[config.mk]
export PLATFORM = sky130hd
export DESIGN_NAME = ssw_station_status
export DESIGN_NICKNAME = d
export VERILOG_FILES = /design/src/shared/ssw_pkg.sv /design/src/shared/ssw_mem_if.sv /design/src/verilog/ssw_station_status.sv /design/src/verilog/ssw_word_mem.sv /design/src/verilog/ssw_id_sampler.sv
export SDC_FILE = /design/constraint.sdc
export NUM_CORES = 1
export LEC_CHECK = 0
export ABC_CLOCK_PERIOD_IN_PS = 3870
export BUFFER_PORTS_ARGS = -buffer_cell sky130_fd_sc_hd__buf_2
export CAP_MARGIN = 20
export CORE_MARGIN = 2
export CORE_UTILIZATION = 52
export CTS_BUF_LIST = sky130_fd_sc_hd__clkbuf_16
export CTS_CLUSTER_SIZE = 12
export DETAILED_ROUTE_END_ITERATION = 12
export PLACE_DENSITY = 0.75
export RECOVER_POWER = 50
export SLEW_MARGIN = 20
export SYNTH_ARGS = -nofsm -noshare
export SYNTH_HDL_FRONTEND = slang
export SYNTH_SLANG_ARGS = --single-unit
export TNS_END_PERCENT = 50
[constraint.sdc]
create_clock -name clk_sys_in -period 3.87 [get_ports clk_sys_in]
set_input_delay 0.387 -clock clk_sys_in [delete_from_list [all_inputs] [get_ports clk_sys_in]]
set_output_delay 0.387 -clock clk_sys_in [all_outputs]
set_load 0.05 [all_outputs]
[src/shared/ssw_pkg.sv]
// Constants for the station status word block.
// Assumes a 250 MHz system clock and an AXI4-Lite register port.
package ssw_pkg;
  // ****************************************
  // Timing
  // ****************************************
  localparam int CLK_NS     = 4;
  localparam int SETTLE_NS  = 1000;
  localparam int SETTLE_CYC = (SETTLE_NS + CLK_NS - 1) / CLK_NS;
  localparam int CNT_W      = $clog2(SETTLE_CYC + 1);
  // ****************************************
  // Register offsets (byte addresses)
  // ****************************************
  localparam logic [7:0] OFS_STATUS  = 8'h00;
  localparam logic [7:0] OFS_CFG     = 8'h04;
  localparam logic [7:0] OFS_KEYS    = 8'h08;
  localparam logic [7:0] OFS_IRQ_STS = 8'h0c;
  localparam logic [7:0] OFS_IRQ_CLR = 8'h10;
  localparam logic [7:0] OFS_IRQ_EN  = 8'h14;
  localparam logic [7:0] OFS_MEM_PTR = 8'h18;
  localparam logic [7:0] OFS_MEM_DAT = 8'h1c;
  // ****************************************
  // Fields
  // ****************************************
  localparam int STN_W        = 4;
  localparam int BIT_BOARD    = 15;
  localparam int BIT_COMM     = 14;
  localparam int CFG_EN       = 0;
  localparam int CFG_AREA_LSB = 1;
  localparam int CFG_IDX_LSB  = 8;
  localparam int MEM_AW       = 6;
  localparam int IRQ_N        = 4;
  localparam int EV_STATION   = 0;
  localparam int EV_BOARD     = 1;
  localparam int EV_COMM      = 2;
  localparam int EV_REFUSED   = 3;
  localparam logic [1:0] AREA_USER   = 2'h0;
  localparam logic [1:0] AREA_RETAIN = 2'h1;
  localparam logic [15:0] CFG_RST    = 16'h0000;
  localparam logic [1:0] RESP_OKAY   = 2'h0;
  localparam logic [1:0] RESP_SLVERR = 2'h2;
endpackage : ssw_pkg

[src/shared/ssw_mem_if.sv]
// Port between the status block and its internal word memory.
// Assumes one writer and one reader, same clock.
`timescale 1ns/1ps
`default_nettype none
interface ssw_mem_if;
  logic        we;
  logic        warea;
  logic [5:0]  waddr;
  logic [15:0] wdata;
  logic        rarea;
  logic [5:0]  raddr;
  logic [15:0] rdata;
  modport host (output we, warea, waddr, wdata, rarea, raddr, input rdata);
  modport mem  (input we, warea, waddr, wdata, rarea, raddr, output rdata);
endinterface : ssw_mem_if
`default_nettype wire

[src/verilog/ssw_station_status.sv]
// Station status word block: station ID, error flags, word memory, AXI4-Lite.
// Assumes all inputs synchronous to clk_sys_in and a single AXI4-Lite master.
//
// The address map and the AXI4-Lite slave port were decided locally.
`timescale 1ns/1ps
`default_nettype none
module ssw_station_status
  import ssw_pkg::*;
(
  input  wire logic        clk_sys_in,
  input  wire logic        rst_in,
  input  wire logic        station_id_line_1_in,
  input  wire logic        station_id_line_2_in,
  input  wire logic        station_id_line_3_in,
  input  wire logic        station_id_line_4_in,
  input  wire logic        fkey_status_fail_in,
  input  wire logic        host_comm_err_in,
  input  wire logic        estop_key_in,
  input  wire logic [5:0]  fkey_in,
  input  wire logic [7:0]  s_axi_awaddr_in,
  input  wire logic        s_axi_awvalid_in,
  output logic             s_axi_awready_out,
  input  wire logic [31:0] s_axi_wdata_in,
  input  wire logic [3:0]  s_axi_wstrb_in,
  input  wire logic        s_axi_wvalid_in,
  output logic             s_axi_wready_out,
  output logic [1:0]       s_axi_bresp_out,
  output logic             s_axi_bvalid_out,
  input  wire logic        s_axi_bready_in,
  input  wire logic [7:0]  s_axi_araddr_in,
  input  wire logic        s_axi_arvalid_in,
  output logic             s_axi_arready_out,
  output logic [31:0]      s_axi_rdata_out,
  output logic [1:0]       s_axi_rresp_out,
  output logic             s_axi_rvalid_out,
  input  wire logic        s_axi_rready_in,
  output logic             box_connected_out,
  output logic             irq_out
);
  // ****************************************
  // Station sampling and status word
  // ****************************************
  ssw_mem_if mem_if ();
  logic [STN_W-1:0] id_lines;
  logic [STN_W-1:0] stn_w;
  logic             stn_chg;
  logic [15:0]      status_word_reg;
  logic             board_q_reg;
  logic             comm_q_reg;

  assign id_lines = {station_id_line_4_in, station_id_line_3_in,
                     station_id_line_2_in, station_id_line_1_in};

  ssw_id_sampler u_sampler (
    .clk_sys_in  (clk_sys_in),
    .rst_in      (rst_in),
    .lines_in    (id_lines),
    .station_out (stn_w),
    .change_out  (stn_chg)
  );

  ssw_word_mem u_mem (
    .clk_sys_in (clk_sys_in),
    .mem        (mem_if)
  );

  always_ff @(posedge clk_sys_in)
  begin
    if (rst_in)
    begin
      status_word_reg <= 16'h0000;
    end
    else
    begin
      status_word_reg <= {fkey_status_fail_in,
                          host_comm_err_in,
                          10'h000,
                          stn_w};
    end
  end

  // Field value 0 is the "no box" code, not a station
  assign box_connected_out = status_word_reg[STN_W-1:0] != 4'h0;

  // ****************************************
  // Key report, terminal side only
  // ****************************************
  logic [6:0] keys_reg;

  always_ff @(posedge clk_sys_in)
  begin
    if (rst_in)
    begin
      keys_reg <= 7'h00;
    end
    else
    begin
      keys_reg <= {estop_key_in, fkey_in};
    end
  end

  // ****************************************
  // Placement of the word in memory
  // ****************************************
  logic [15:0] cfg_reg;
  logic [15:0] written_reg;
  logic        dirty_reg;
  logic        cfg_legal;
  logic        cfg_wr;
  logic [1:0]  cfg_area;

  assign cfg_area  = cfg_reg[CFG_AREA_LSB +: 2];
  // System area and unused codes are never targets
  assign cfg_legal = cfg_reg[CFG_EN] &&
                     (cfg_area == AREA_USER || cfg_area == AREA_RETAIN);

  assign mem_if.we    = cfg_legal && (dirty_reg || written_reg != status_word_reg);
  assign mem_if.warea = cfg_area[0];
  assign mem_if.waddr = cfg_reg[CFG_IDX_LSB +: MEM_AW];
  assign mem_if.wdata = status_word_reg;

  always_ff @(posedge clk_sys_in)
  begin
    if (rst_in)
    begin
      written_reg <= 16'h0000;
      dirty_reg   <= 1'b1;
    end
    else
    begin
      if (mem_if.we)
      begin
        written_reg <= status_word_reg;
      end
      // A new placement must be filled even if the word is unchanged
      dirty_reg <= cfg_wr || (dirty_reg && !mem_if.we);
    end
  end

  // ****************************************
  // AXI4-Lite write channel
  // ****************************************
  logic        aw_hold_reg;
  logic        w_hold_reg;
  logic [7:0]  awaddr_reg;
  logic [31:0] wdata_reg;
  logic [3:0]  wstrb_reg;
  logic        bvalid_reg;
  logic [1:0]  bresp_reg;
  logic        do_wr;
  logic [7:0]  wofs;
  logic [15:0] irq_en_reg;
  logic [MEM_AW:0] mem_ptr_reg;

  assign s_axi_awready_out = !aw_hold_reg && !bvalid_reg;
  assign s_axi_wready_out  = !w_hold_reg && !bvalid_reg;
  assign s_axi_bvalid_out  = bvalid_reg;
  assign s_axi_bresp_out   = bresp_reg;
  assign do_wr = aw_hold_reg && w_hold_reg && !bvalid_reg;
  assign wofs  = {awaddr_reg[7:2], 2'b00};
  assign cfg_wr = do_wr && wofs == OFS_CFG;

  function automatic logic [15:0] merge(input logic [15:0] old, input logic [31:0] d,
                                        input logic [3:0] s);
    merge = {s[1] ? d[15:8] : old[15:8], s[0] ? d[7:0] : old[7:0]};
  endfunction : merge

  always_ff @(posedge clk_sys_in)
  begin
    if (rst_in)
    begin
      aw_hold_reg <= 1'b0;
      w_hold_reg  <= 1'b0;
      awaddr_reg  <= 8'h00;
      wdata_reg   <= 32'h0000_0000;
      wstrb_reg   <= 4'h0;
      bvalid_reg  <= 1'b0;
      bresp_reg   <= RESP_OKAY;
    end
    else
    begin
      if (s_axi_awvalid_in && s_axi_awready_out)
      begin
        aw_hold_reg <= 1'b1;
        awaddr_reg  <= s_axi_awaddr_in;
      end
      if (s_axi_wvalid_in && s_axi_wready_out)
      begin
        w_hold_reg <= 1'b1;
        wdata_reg  <= s_axi_wdata_in;
        wstrb_reg  <= s_axi_wstrb_in;
      end
      if (do_wr)
      begin
        aw_hold_reg <= 1'b0;
        w_hold_reg  <= 1'b0;
        bvalid_reg  <= 1'b1;
        bresp_reg   <= (wofs == OFS_CFG || wofs == OFS_IRQ_CLR || wofs == OFS_IRQ_EN ||
                        wofs == OFS_MEM_PTR) ? RESP_OKAY : RESP_SLVERR;
      end
      else if (bvalid_reg && s_axi_bready_in)
      begin
        bvalid_reg <= 1'b0;
      end
    end
  end

  always_ff @(posedge clk_sys_in)
  begin
    if (rst_in)
    begin
      cfg_reg     <= CFG_RST;
      irq_en_reg  <= 16'h0000;
      mem_ptr_reg <= '0;
    end
    else if (do_wr)
    begin
      if (wofs == OFS_CFG)
      begin
        cfg_reg <= merge(cfg_reg, wdata_reg, wstrb_reg);
      end
      if (wofs == OFS_IRQ_EN)
      begin
        irq_en_reg <= merge(irq_en_reg, wdata_reg, wstrb_reg);
      end
      if (wofs == OFS_MEM_PTR && wstrb_reg[0])
      begin
        mem_ptr_reg <= wdata_reg[MEM_AW:0];
      end
    end
  end

  // ****************************************
  // Interrupts
  // ****************************************
  logic [IRQ_N-1:0] irq_sts_reg;
  logic [IRQ_N-1:0] irq_ev;
  logic [IRQ_N-1:0] irq_clr;

  assign irq_ev[EV_STATION] = stn_chg;
  assign irq_ev[EV_BOARD]   = fkey_status_fail_in && !board_q_reg;
  assign irq_ev[EV_COMM]    = host_comm_err_in && !comm_q_reg;
  assign irq_ev[EV_REFUSED] = cfg_wr && wstrb_reg[0] && wdata_reg[CFG_EN] &&
                              wdata_reg[CFG_AREA_LSB + 1];
  assign irq_clr = (do_wr && wofs == OFS_IRQ_CLR) ? wdata_reg[IRQ_N-1:0] : '0;

  // Set wins over a clear landing in the same cycle
  always_ff @(posedge clk_sys_in)
  begin
    if (rst_in)
    begin
      irq_sts_reg <= '0;
      board_q_reg <= 1'b0;
      comm_q_reg  <= 1'b0;
    end
    else
    begin
      irq_sts_reg <= (irq_sts_reg & ~irq_clr) | irq_ev;
      board_q_reg <= fkey_status_fail_in;
      comm_q_reg  <= host_comm_err_in;
    end
  end

  assign irq_out = |(irq_sts_reg & irq_en_reg[IRQ_N-1:0]);

  // ****************************************
  // AXI4-Lite read channel
  // ****************************************
  logic        rvalid_reg;
  logic [31:0] rdata_reg;
  logic [1:0]  rresp_reg;
  logic [7:0]  rofs;

  assign s_axi_arready_out = !rvalid_reg;
  assign s_axi_rvalid_out  = rvalid_reg;
  assign s_axi_rdata_out   = rdata_reg;
  assign s_axi_rresp_out   = rresp_reg;
  assign rofs         = {s_axi_araddr_in[7:2], 2'b00};
  assign mem_if.rarea = mem_ptr_reg[MEM_AW];
  assign mem_if.raddr = mem_ptr_reg[MEM_AW-1:0];

  always_ff @(posedge clk_sys_in)
  begin
    if (rst_in)
    begin
      rvalid_reg <= 1'b0;
      rdata_reg  <= 32'h0000_0000;
      rresp_reg  <= RESP_OKAY;
    end
    else if (s_axi_arvalid_in && s_axi_arready_out)
    begin
      rvalid_reg <= 1'b1;
      rresp_reg  <= RESP_OKAY;
      unique case (rofs)
        OFS_STATUS:  rdata_reg <= {16'h0000, status_word_reg};
        OFS_CFG:     rdata_reg <= {16'h0000, cfg_reg};
        OFS_KEYS:    rdata_reg <= {25'h0000000, keys_reg};
        OFS_IRQ_STS: rdata_reg <= {28'h0000000, irq_sts_reg};
        OFS_IRQ_EN:  rdata_reg <= {16'h0000, irq_en_reg};
        OFS_MEM_PTR: rdata_reg <= {25'h0000000, mem_ptr_reg};
        OFS_MEM_DAT: rdata_reg <= {16'h0000, mem_if.rdata};
        default:
        begin
          rdata_reg <= 32'h0000_0000;
          rresp_reg <= RESP_SLVERR;
        end
      endcase
    end
    else if (rvalid_reg && s_axi_rready_in)
    begin
      rvalid_reg <= 1'b0;
    end
  end
endmodule : ssw_station_status
`default_nettype wire

[src/verilog/ssw_word_mem.sv]
// Internal memory: user word area and retained word area.
// Assumes a single clock; contents are not reset.
`timescale 1ns/1ps
`default_nettype none
module ssw_word_mem
  import ssw_pkg::*;
(
  input  wire logic clk_sys_in,
  ssw_mem_if.mem    mem
);
  logic [15:0] words [0:(2 << MEM_AW) - 1];

  always_ff @(posedge clk_sys_in)
  begin
    if (mem.we)
    begin
      words[{mem.warea, mem.waddr}] <= mem.wdata;
    end
  end

  assign mem.rdata = words[{mem.rarea, mem.raddr}];
endmodule : ssw_word_mem
`default_nettype wire

[src/verilog/ssw_id_sampler.sv]
// Samples the four station ID lines and accepts a value once settled.
// Assumes the lines are synchronous to the clock.
`timescale 1ns/1ps
`default_nettype none
module ssw_id_sampler
  import ssw_pkg::*;
(
  input  wire logic             clk_sys_in,
  input  wire logic             rst_in,
  input  wire logic [STN_W-1:0] lines_in,
  output logic      [STN_W-1:0] station_out,
  output logic                  change_out
);
  logic [STN_W-1:0] cand_reg;
  logic [CNT_W-1:0] cnt_reg;
  logic [STN_W-1:0] stn_reg;
  logic             chg_reg;

  // Switch contacts bounce while a box is plugged; wait for a quiet spell
  always_ff @(posedge clk_sys_in)
  begin
    if (rst_in)
    begin
      cand_reg <= 4'h0;
      cnt_reg  <= '0;
      stn_reg  <= 4'h0;
      chg_reg  <= 1'b0;
    end
    else
    begin
      chg_reg <= 1'b0;
      if (lines_in != cand_reg)
      begin
        cand_reg <= lines_in;
        cnt_reg  <= '0;
      end
      else if (cnt_reg != CNT_W'(SETTLE_CYC - 1))
      begin
        cnt_reg <= cnt_reg + CNT_W'(1);
      end
      else if (stn_reg != cand_reg)
      begin
        stn_reg <= cand_reg;
        chg_reg <= 1'b1;
      end
    end
  end

  assign station_out = stn_reg;
  assign change_out  = chg_reg;
endmodule : ssw_id_sampler
`default_nettype wire

---- Word-level counts from Yosys, hierarchy flattened ----
Memory sizes are Yosys's and may differ from the RTL's. A register that Yosys moved wholly into a read port is not among the register bits.
Index checks and enable logic that the tools add are counted.
operators by class
  equality and inequality tests ........... 15
  bitwise logic cells ..................... 6
  reductions and logical operators ........ 49
  mux-type cells .......................... 13
  add/sub/neg operators ................... 1
operators by type and width
  cell                 count
  $pmux 16 s7          1
  $eq 6x3->1 const B   6
  $logic_and 1x1->1    20
  $ne 16x16->1         1
  $reduce_and 3->1     5
  $mux 7               2
  $eq 6x1->1 const B   2
  $eq 6x2->1 const B   2
  $add 8x1->8 const B  1
  $and 4x4->4          2
  $logic_not 8->1      1
  $ne 4x4->1           2
  $ne 8x8->1 const B   1
  $logic_not 1->1      7
  $mux 1               7
  $reduce_or 7->1      1
  $logic_or 1x1->1     6
  $mux 2               2
  $mux 4               1
  $not 4->4            1
  $or 4x4->4           1
  $reduce_bool 2->1    2
  $reduce_bool 4->1    1
  $reduce_or 2->1      2
  other kinds (6)      7
storage, ports and cells
  memories ................................ 1
  memory bits (writable) .................. 2048
  flip-flop bits (word level) ............. 168
  input bits .............................. 72
  output and inout bits ................... 43
memories
  name         depth  width  read ports  clocked after Yosys merged registers in  write ports  RTL line            text
  u_mem.words  128    16     1           1                                        1            ssw_word_mem.sv:11  logic [15:0] words [0:(2 << MEM_AW) - 1];

---- Longest topological paths before layout ----
  depth in word-level cells ............... 7
  depth in mapped cells ................... 11
  gate-level depth less buffers ........... 7

---- By module ----
Synthesis repeated with hierarchy kept, for this count alone.
unflattened totals
  cells, all modules ...................... 3640
  area total of the unflattened synthesis .. 83512.6 µm²
by module, submodules not included
  module              times used  sequential area each (µm²)  area each (µm²)  cells each
  ssw_word_mem        1           61499.0                     78202.5          3070
  ssw_station_status  1           2182.1                      4569.4           489
  ssw_id_sampler      1           340.3                       740.7            81

---- Least setup slack after synthesis ----
OpenSTA, ideal clock, no wires.
  path type ............................... reg-to-reg
  start point ............................. register status_word_reg[1], in the netlist mem_if.wdata[1]
  end point ............................... memory u_mem.words[110][0] (enable)
  clock period less this slack ............ 3.741 ns
  required time ........................... 3.520 ns
  slack ................................... 0.129 ns
  arrival ................................. 3.391 ns
  cell stages (with the launch flop) ...... 8
  path buffers ............................ 1
  cells stage by stage .................... dfxtp_1 xor2_1 nor4_1 nand4_1 nor3b_1 nand3_1 clkbuf_1 nor2_1
between the ends
  word-level cells in the longest chain between the ends .. 5
ends and longest elaborated chain
  element                       RTL line                   text
  start, declared               ssw_station_status.sv:47   logic [15:0] status_word_reg;
  start signal, assigned        ssw_station_status.sv:75   status_word_reg <= {fkey_status_fail_in,
  $ne 16x16->1                  ssw_station_status.sv:117  assign mem_if.we = cfg_legal && (dirty_reg || written_reg != status_word_reg);
  $logic_or 1x1->1              ssw_station_status.sv:117
  $logic_and 1x1->1             ssw_station_status.sv:117
  $mux 1                        ssw_word_mem.sv:15         if (mem.we)
  $mux 1 (not written as such)  ssw_word_mem.sv:17         words[{mem.warea, mem.waddr}] <= mem.wdata;
  end, declared                 ssw_word_mem.sv:11
Every way passes these cells.

---- Worst setup path in the final report ----
  start point ............................. register status_word_reg[3], in the netlist mem_if.wdata[3]
  end point ............................... output box_connected_out
between the ends
  word-level cells in the longest chain between the ends .. 1
ends and longest elaborated chain
  element            RTL line                  text
  $reduce_bool 4->1  ssw_station_status.sv:83  assign box_connected_out = status_word_reg[STN_W-1:0] != 4'h0;
  end, declared      ssw_station_status.sv:37  output logic box_connected_out,
Every way passes these cells.

==> results.md <==
- Status: complete, but fails checks
- Failing checks: max-capacitance violations, max-slew violations
- Most common flop cell mapped by yosys: sky130_fd_sc_hd__edfxtp_1
- Mean instance size in the synthesized netlist: 16.8 um2
- Total clock buffers created by CTS: 90
- Buffer cell driving the clock tree root: sky130_fd_sc_hd__clkbuf_16
- Type of the tightest min-delay check: primary input to flip-flop
- Multi-input combinational cell area: 9390 um2
- Hold Worst Slack: 0.0227 ns
- Routed WL: 87.2 mm
- Synth Warn #: 0
- Async S/R FF share, synth: 0%
- Clock insertion delay at the later pin of the skew report: 0.64 ns
- RSZ-0062 raised after global routing: false
- Maximum clock insertion buffer count: 3
- Overall die area: 71500 um2
- Floorplan core area: 68700 um2
- Final cell count without fillers: 3323
- Worst VDD drop: 384 uV
- Setup slack of the critical path after layout: 0.518 ns
- Fin. max-slew vios: 388
- Worst Setup End Kind: primary output
- Placed wire-length estimate after detailed placement: 54.3 mm
- I/O pins: 115
- Crit-path max cell delay: 0.86 ns
- Number of filler cells placed in the layout: 5030
- Number of placement rows: 96
- Met1 routing resource usage after global routing: 33.7%
- Share of final-layout standard cells stronger than drive strength 1: 16.8%
- Residual DRC count: 0
- Cell area after synthesis: 36100 um2
- Synthesized flop and latch total: 901
- Number of cells in the design after placement: 3147
- H-tree depth: 3
- Via count of the first global-routing pass: 20738
- Placed cell area: 37600 um2
- Largest net degree at the start of global routing: 106
- Most used routing layer in global routing: met2
- Cell type contributing the most total cell area after synthesis: sky130_fd_sc_hd__edfxtp_1
- CTS tree: built
- Horiz. Die Dim: 267 um
- Worst slack, placed: 0.625 ns
- Antenna viol nets, final: 0
- Cells taking the most area after synthesis: sky130_fd_sc_hd__edfxtp_1 64%, sky130_fd_sc_hd__dfxtp_1 7.4%, sky130_fd_sc_hd__mux4_2 6.5%
- Sum of negative setup slack: 0 ns
- Nets@finish: 2410
- Detailed-router iteration count before antenna repair: 5
- Area growth from synthesis to layout: 12.2%
- Highest Clock Rate: 298 MHz
- Post-route cell area: 40500 um2
- Routing usage on met2: 38.6%
- Pwr per Cell Area: 463 nW/um2
- Total routing resource utilization after global routing: 24.5%
- Count of vias placed by the detailed router: 20612
- Worst slew margin relative to its limit: -44.8%
- First-pass GRT wire length: 130 mm
- Critical path data required time: 3.48 ns
- Skew final: 0.0297 ns
- Number of antenna diodes: 0
- Startpoint Class: flip-flop
- Fraction of synthesized cell area taken by the top area cell type: 63.9%
- Starting density of the core: 52.5%
- CP max-delay cell: sky130_fd_sc_hd__buf_4
- Setup-violating endpoint count in the final report: 0
- Leakage dissipation: 11.7 nW
- CTS sink cnt: 901
- Reported max-cap violation count: 5
- Gr ovfl total: 0
- Average via count per standard cell: 6.20
- Register name with the most flops: u_mem.words
- Most used cell, CP: sky130_fd_sc_hd__buf_4
- Gpl congestion: 0.870
- Chain of cells forming the critical path: buf_4 > buf_4 > or4_1 > buf_2
- Hold Vio Cnt, Final: 0
- Cells after Synth: 2151
- Number of flip-flops under the largest register name: 768
- CP Max Fanout: 90
- Count of flip-flops with a built-in enable after synthesis: 768
- Sequential standard cell area: 25700 um2
- Routed WL per cell: 26.2 um
- Part of the cycle the worst path needs: 86.6%
- Port Buffers: 74
- Tmin final: 3.35 ns
- Count of routing violations after the opening detailed-route iteration: 2617
- WS Path Type: flip-flop to primary output
- Number of antenna violations at the first check in global routing: 2
- Chip Height: 267 um
- Sequential fraction of the synthesis area: 71.3%
- Setup fix buffers added after clock tree synthesis: 0
- Worst path arrival time: 2.97 ns
- Clock slew at the register clock pins of the worst setup and hold paths: 0.06 ns
- Slew at the pin closest to its max-slew limit: 2.17 ns
- Met3 routing resource usage after global routing: 5.82%
- Unique masters post-synth: 81
==> final cells by class <==
type,count,share of cell area [%]
Timing Repair Buffer,214,3.74
Clock inverter,53,0.652
Tap cell,931,2.88
Clock buffer,95,5.87
Inverter,8,0.0742
Sequential cell,901,63.6
Multi-Input combinational cell,1121,23.2
==> worst paths after layout <==
| path | slack, ns | startpoint | cells after the start | end |
|---|---|---|---|---|
| setup / recovery | 0.52 | mem_if.wdata[3] | 4 | box_connected_out |
| hold / removal | 0.02 | station_id_line_3_in | 2 | u_sampler.cand_reg[2] |
| setup reg to reg | 0.54 | mem_if.wdata[14] | 2 | u_mem.words[76][4] |
| hold reg to reg | 0.47 | written_reg[0] | 2 | written_reg[0] |
==> what timing repair did <==
action                    in CTS  in global routing
hold buffers                  28                  0
hold endpoints to repair      28                  0
gates resized for setup        0                  0
==> placed cells by master, fill, tap and decap left out, drive strengths merged, types with 5 or more instances in the layout <==
cell type | Yosys | layout
edfxtp | 768 | 768
nor2 | 273 | 273
buf | 80 | 150
mux2i | 148 | 148
mux4 | 145 | 145
dfxtp | 133 | 133
clkbuf | 58 | 131
nand2 | 124 | 124
a21oi | 57 | 57
a22oi | 44 | 44
inv | 8 | 43
nor2b | 32 | 32
dlygate4sd3 | 0 | 28
nand3 | 25 | 25
o22ai | 22 | 22
mux2 | 18 | 18
conb | 1 | 18
o21ai | 18 | 18
nor3 | 16 | 16
clkinv | 0 | 16
xor2 | 11 | 11
a31oi | 11 | 11
o221ai | 11 | 11
xnor2 | 9 | 9
a221o | 9 | 9
nor4 | 8 | 8
nand2b | 8 | 8
a221oi | 8 | 8
and2 | 8 | 8
nand4 | 7 | 7
and3 | 7 | 7
o21bai | 7 | 7
a211oi | 7 | 7
a22o | 5 | 5
a21o | 5 | 5
o22a | 5 | 5
o211ai | 5 | 5
==> Yosys cell counts, types with 10 or more instances <==
library cell / instances
sky130_fd_sc_hd__o21ai_0: 17
sky130_fd_sc_hd__nand2_1: 123
sky130_fd_sc_hd__nor2b_1: 32
sky130_fd_sc_hd__o22ai_1: 22
sky130_fd_sc_hd__o221ai_1: 10
sky130_fd_sc_hd__a22oi_1: 44
sky130_fd_sc_hd__xor2_1: 11
sky130_fd_sc_hd__a21oi_1: 57
sky130_fd_sc_hd__edfxtp_1: 768
sky130_fd_sc_hd__nor3_1: 16
sky130_fd_sc_hd__a31oi_1: 11
sky130_fd_sc_hd__buf_6: 14
sky130_fd_sc_hd__dfxtp_1: 133
sky130_fd_sc_hd__buf_2: 19
sky130_fd_sc_hd__nand3_1: 25
sky130_fd_sc_hd__clkbuf_1: 48
sky130_fd_sc_hd__buf_4: 34
sky130_fd_sc_hd__mux2_2: 18
sky130_fd_sc_hd__mux4_2: 104
sky130_fd_sc_hd__mux2i_1: 148
sky130_fd_sc_hd__mux4_1: 41
sky130_fd_sc_hd__nor2_1: 272
==> where the power goes <==
part	internal (W)	switching, W	leakage, nW
Clock	0.00450	0.00346	1.42
Sequential	0.0105	0.0000314	6.95
Combinational	0.0000832	0.000207	3.29
==> cell families (layout without fill, tap and decap cells) <==
group / count (synthesis) / after routing / synth area share [%]
multiplexers: 311 / 311 / 14.1
buffers and inverters: 146 / 370 / 2.86
AND/OR/NAND/NOR: 530 / 530 / 6.45
XOR/XNOR: 20 / 20 / 0.485
flip-flops: 901 / 901 / 71.3
adder cells (fa/ha/maj): 2 / 2 / 0.0693
AO/OA/AOI/OAI: 240 / 240 / 4.69
other: 1 / 18 / 0.0104
==> stage by stage <==
stage | total power [W] | utilization [%]
5_1_grt | 0.0192 | 58.9
4_1_cts | 0.0188 | 59.0
3_3_place_gp | 0.0109 | 54.8
3_5_place_dp | 0.0110 | 54.8
2_1_floorplan | 0.0109 | -
6_report | 0.0187 | 58.9
==> routing by layer <==
metal	vias to the layer above	part of all wire [%]
met5	-	0.015
met2	1229	47
li1	8757	-
met4	2	3.6
met1	10420	39
met3	204	11
==> critical path, delay by kind of cell, from the launching register on <==
| family | cells | cell delay, ns |
|---|---|---|
| and+or+nand+nor | 1 | 0.25 |
| buffers and inverters | 3 | 1.58 |
| DFF | 1 | 0.47 |
No activity file was read; power rests on OpenSTA's default activity.
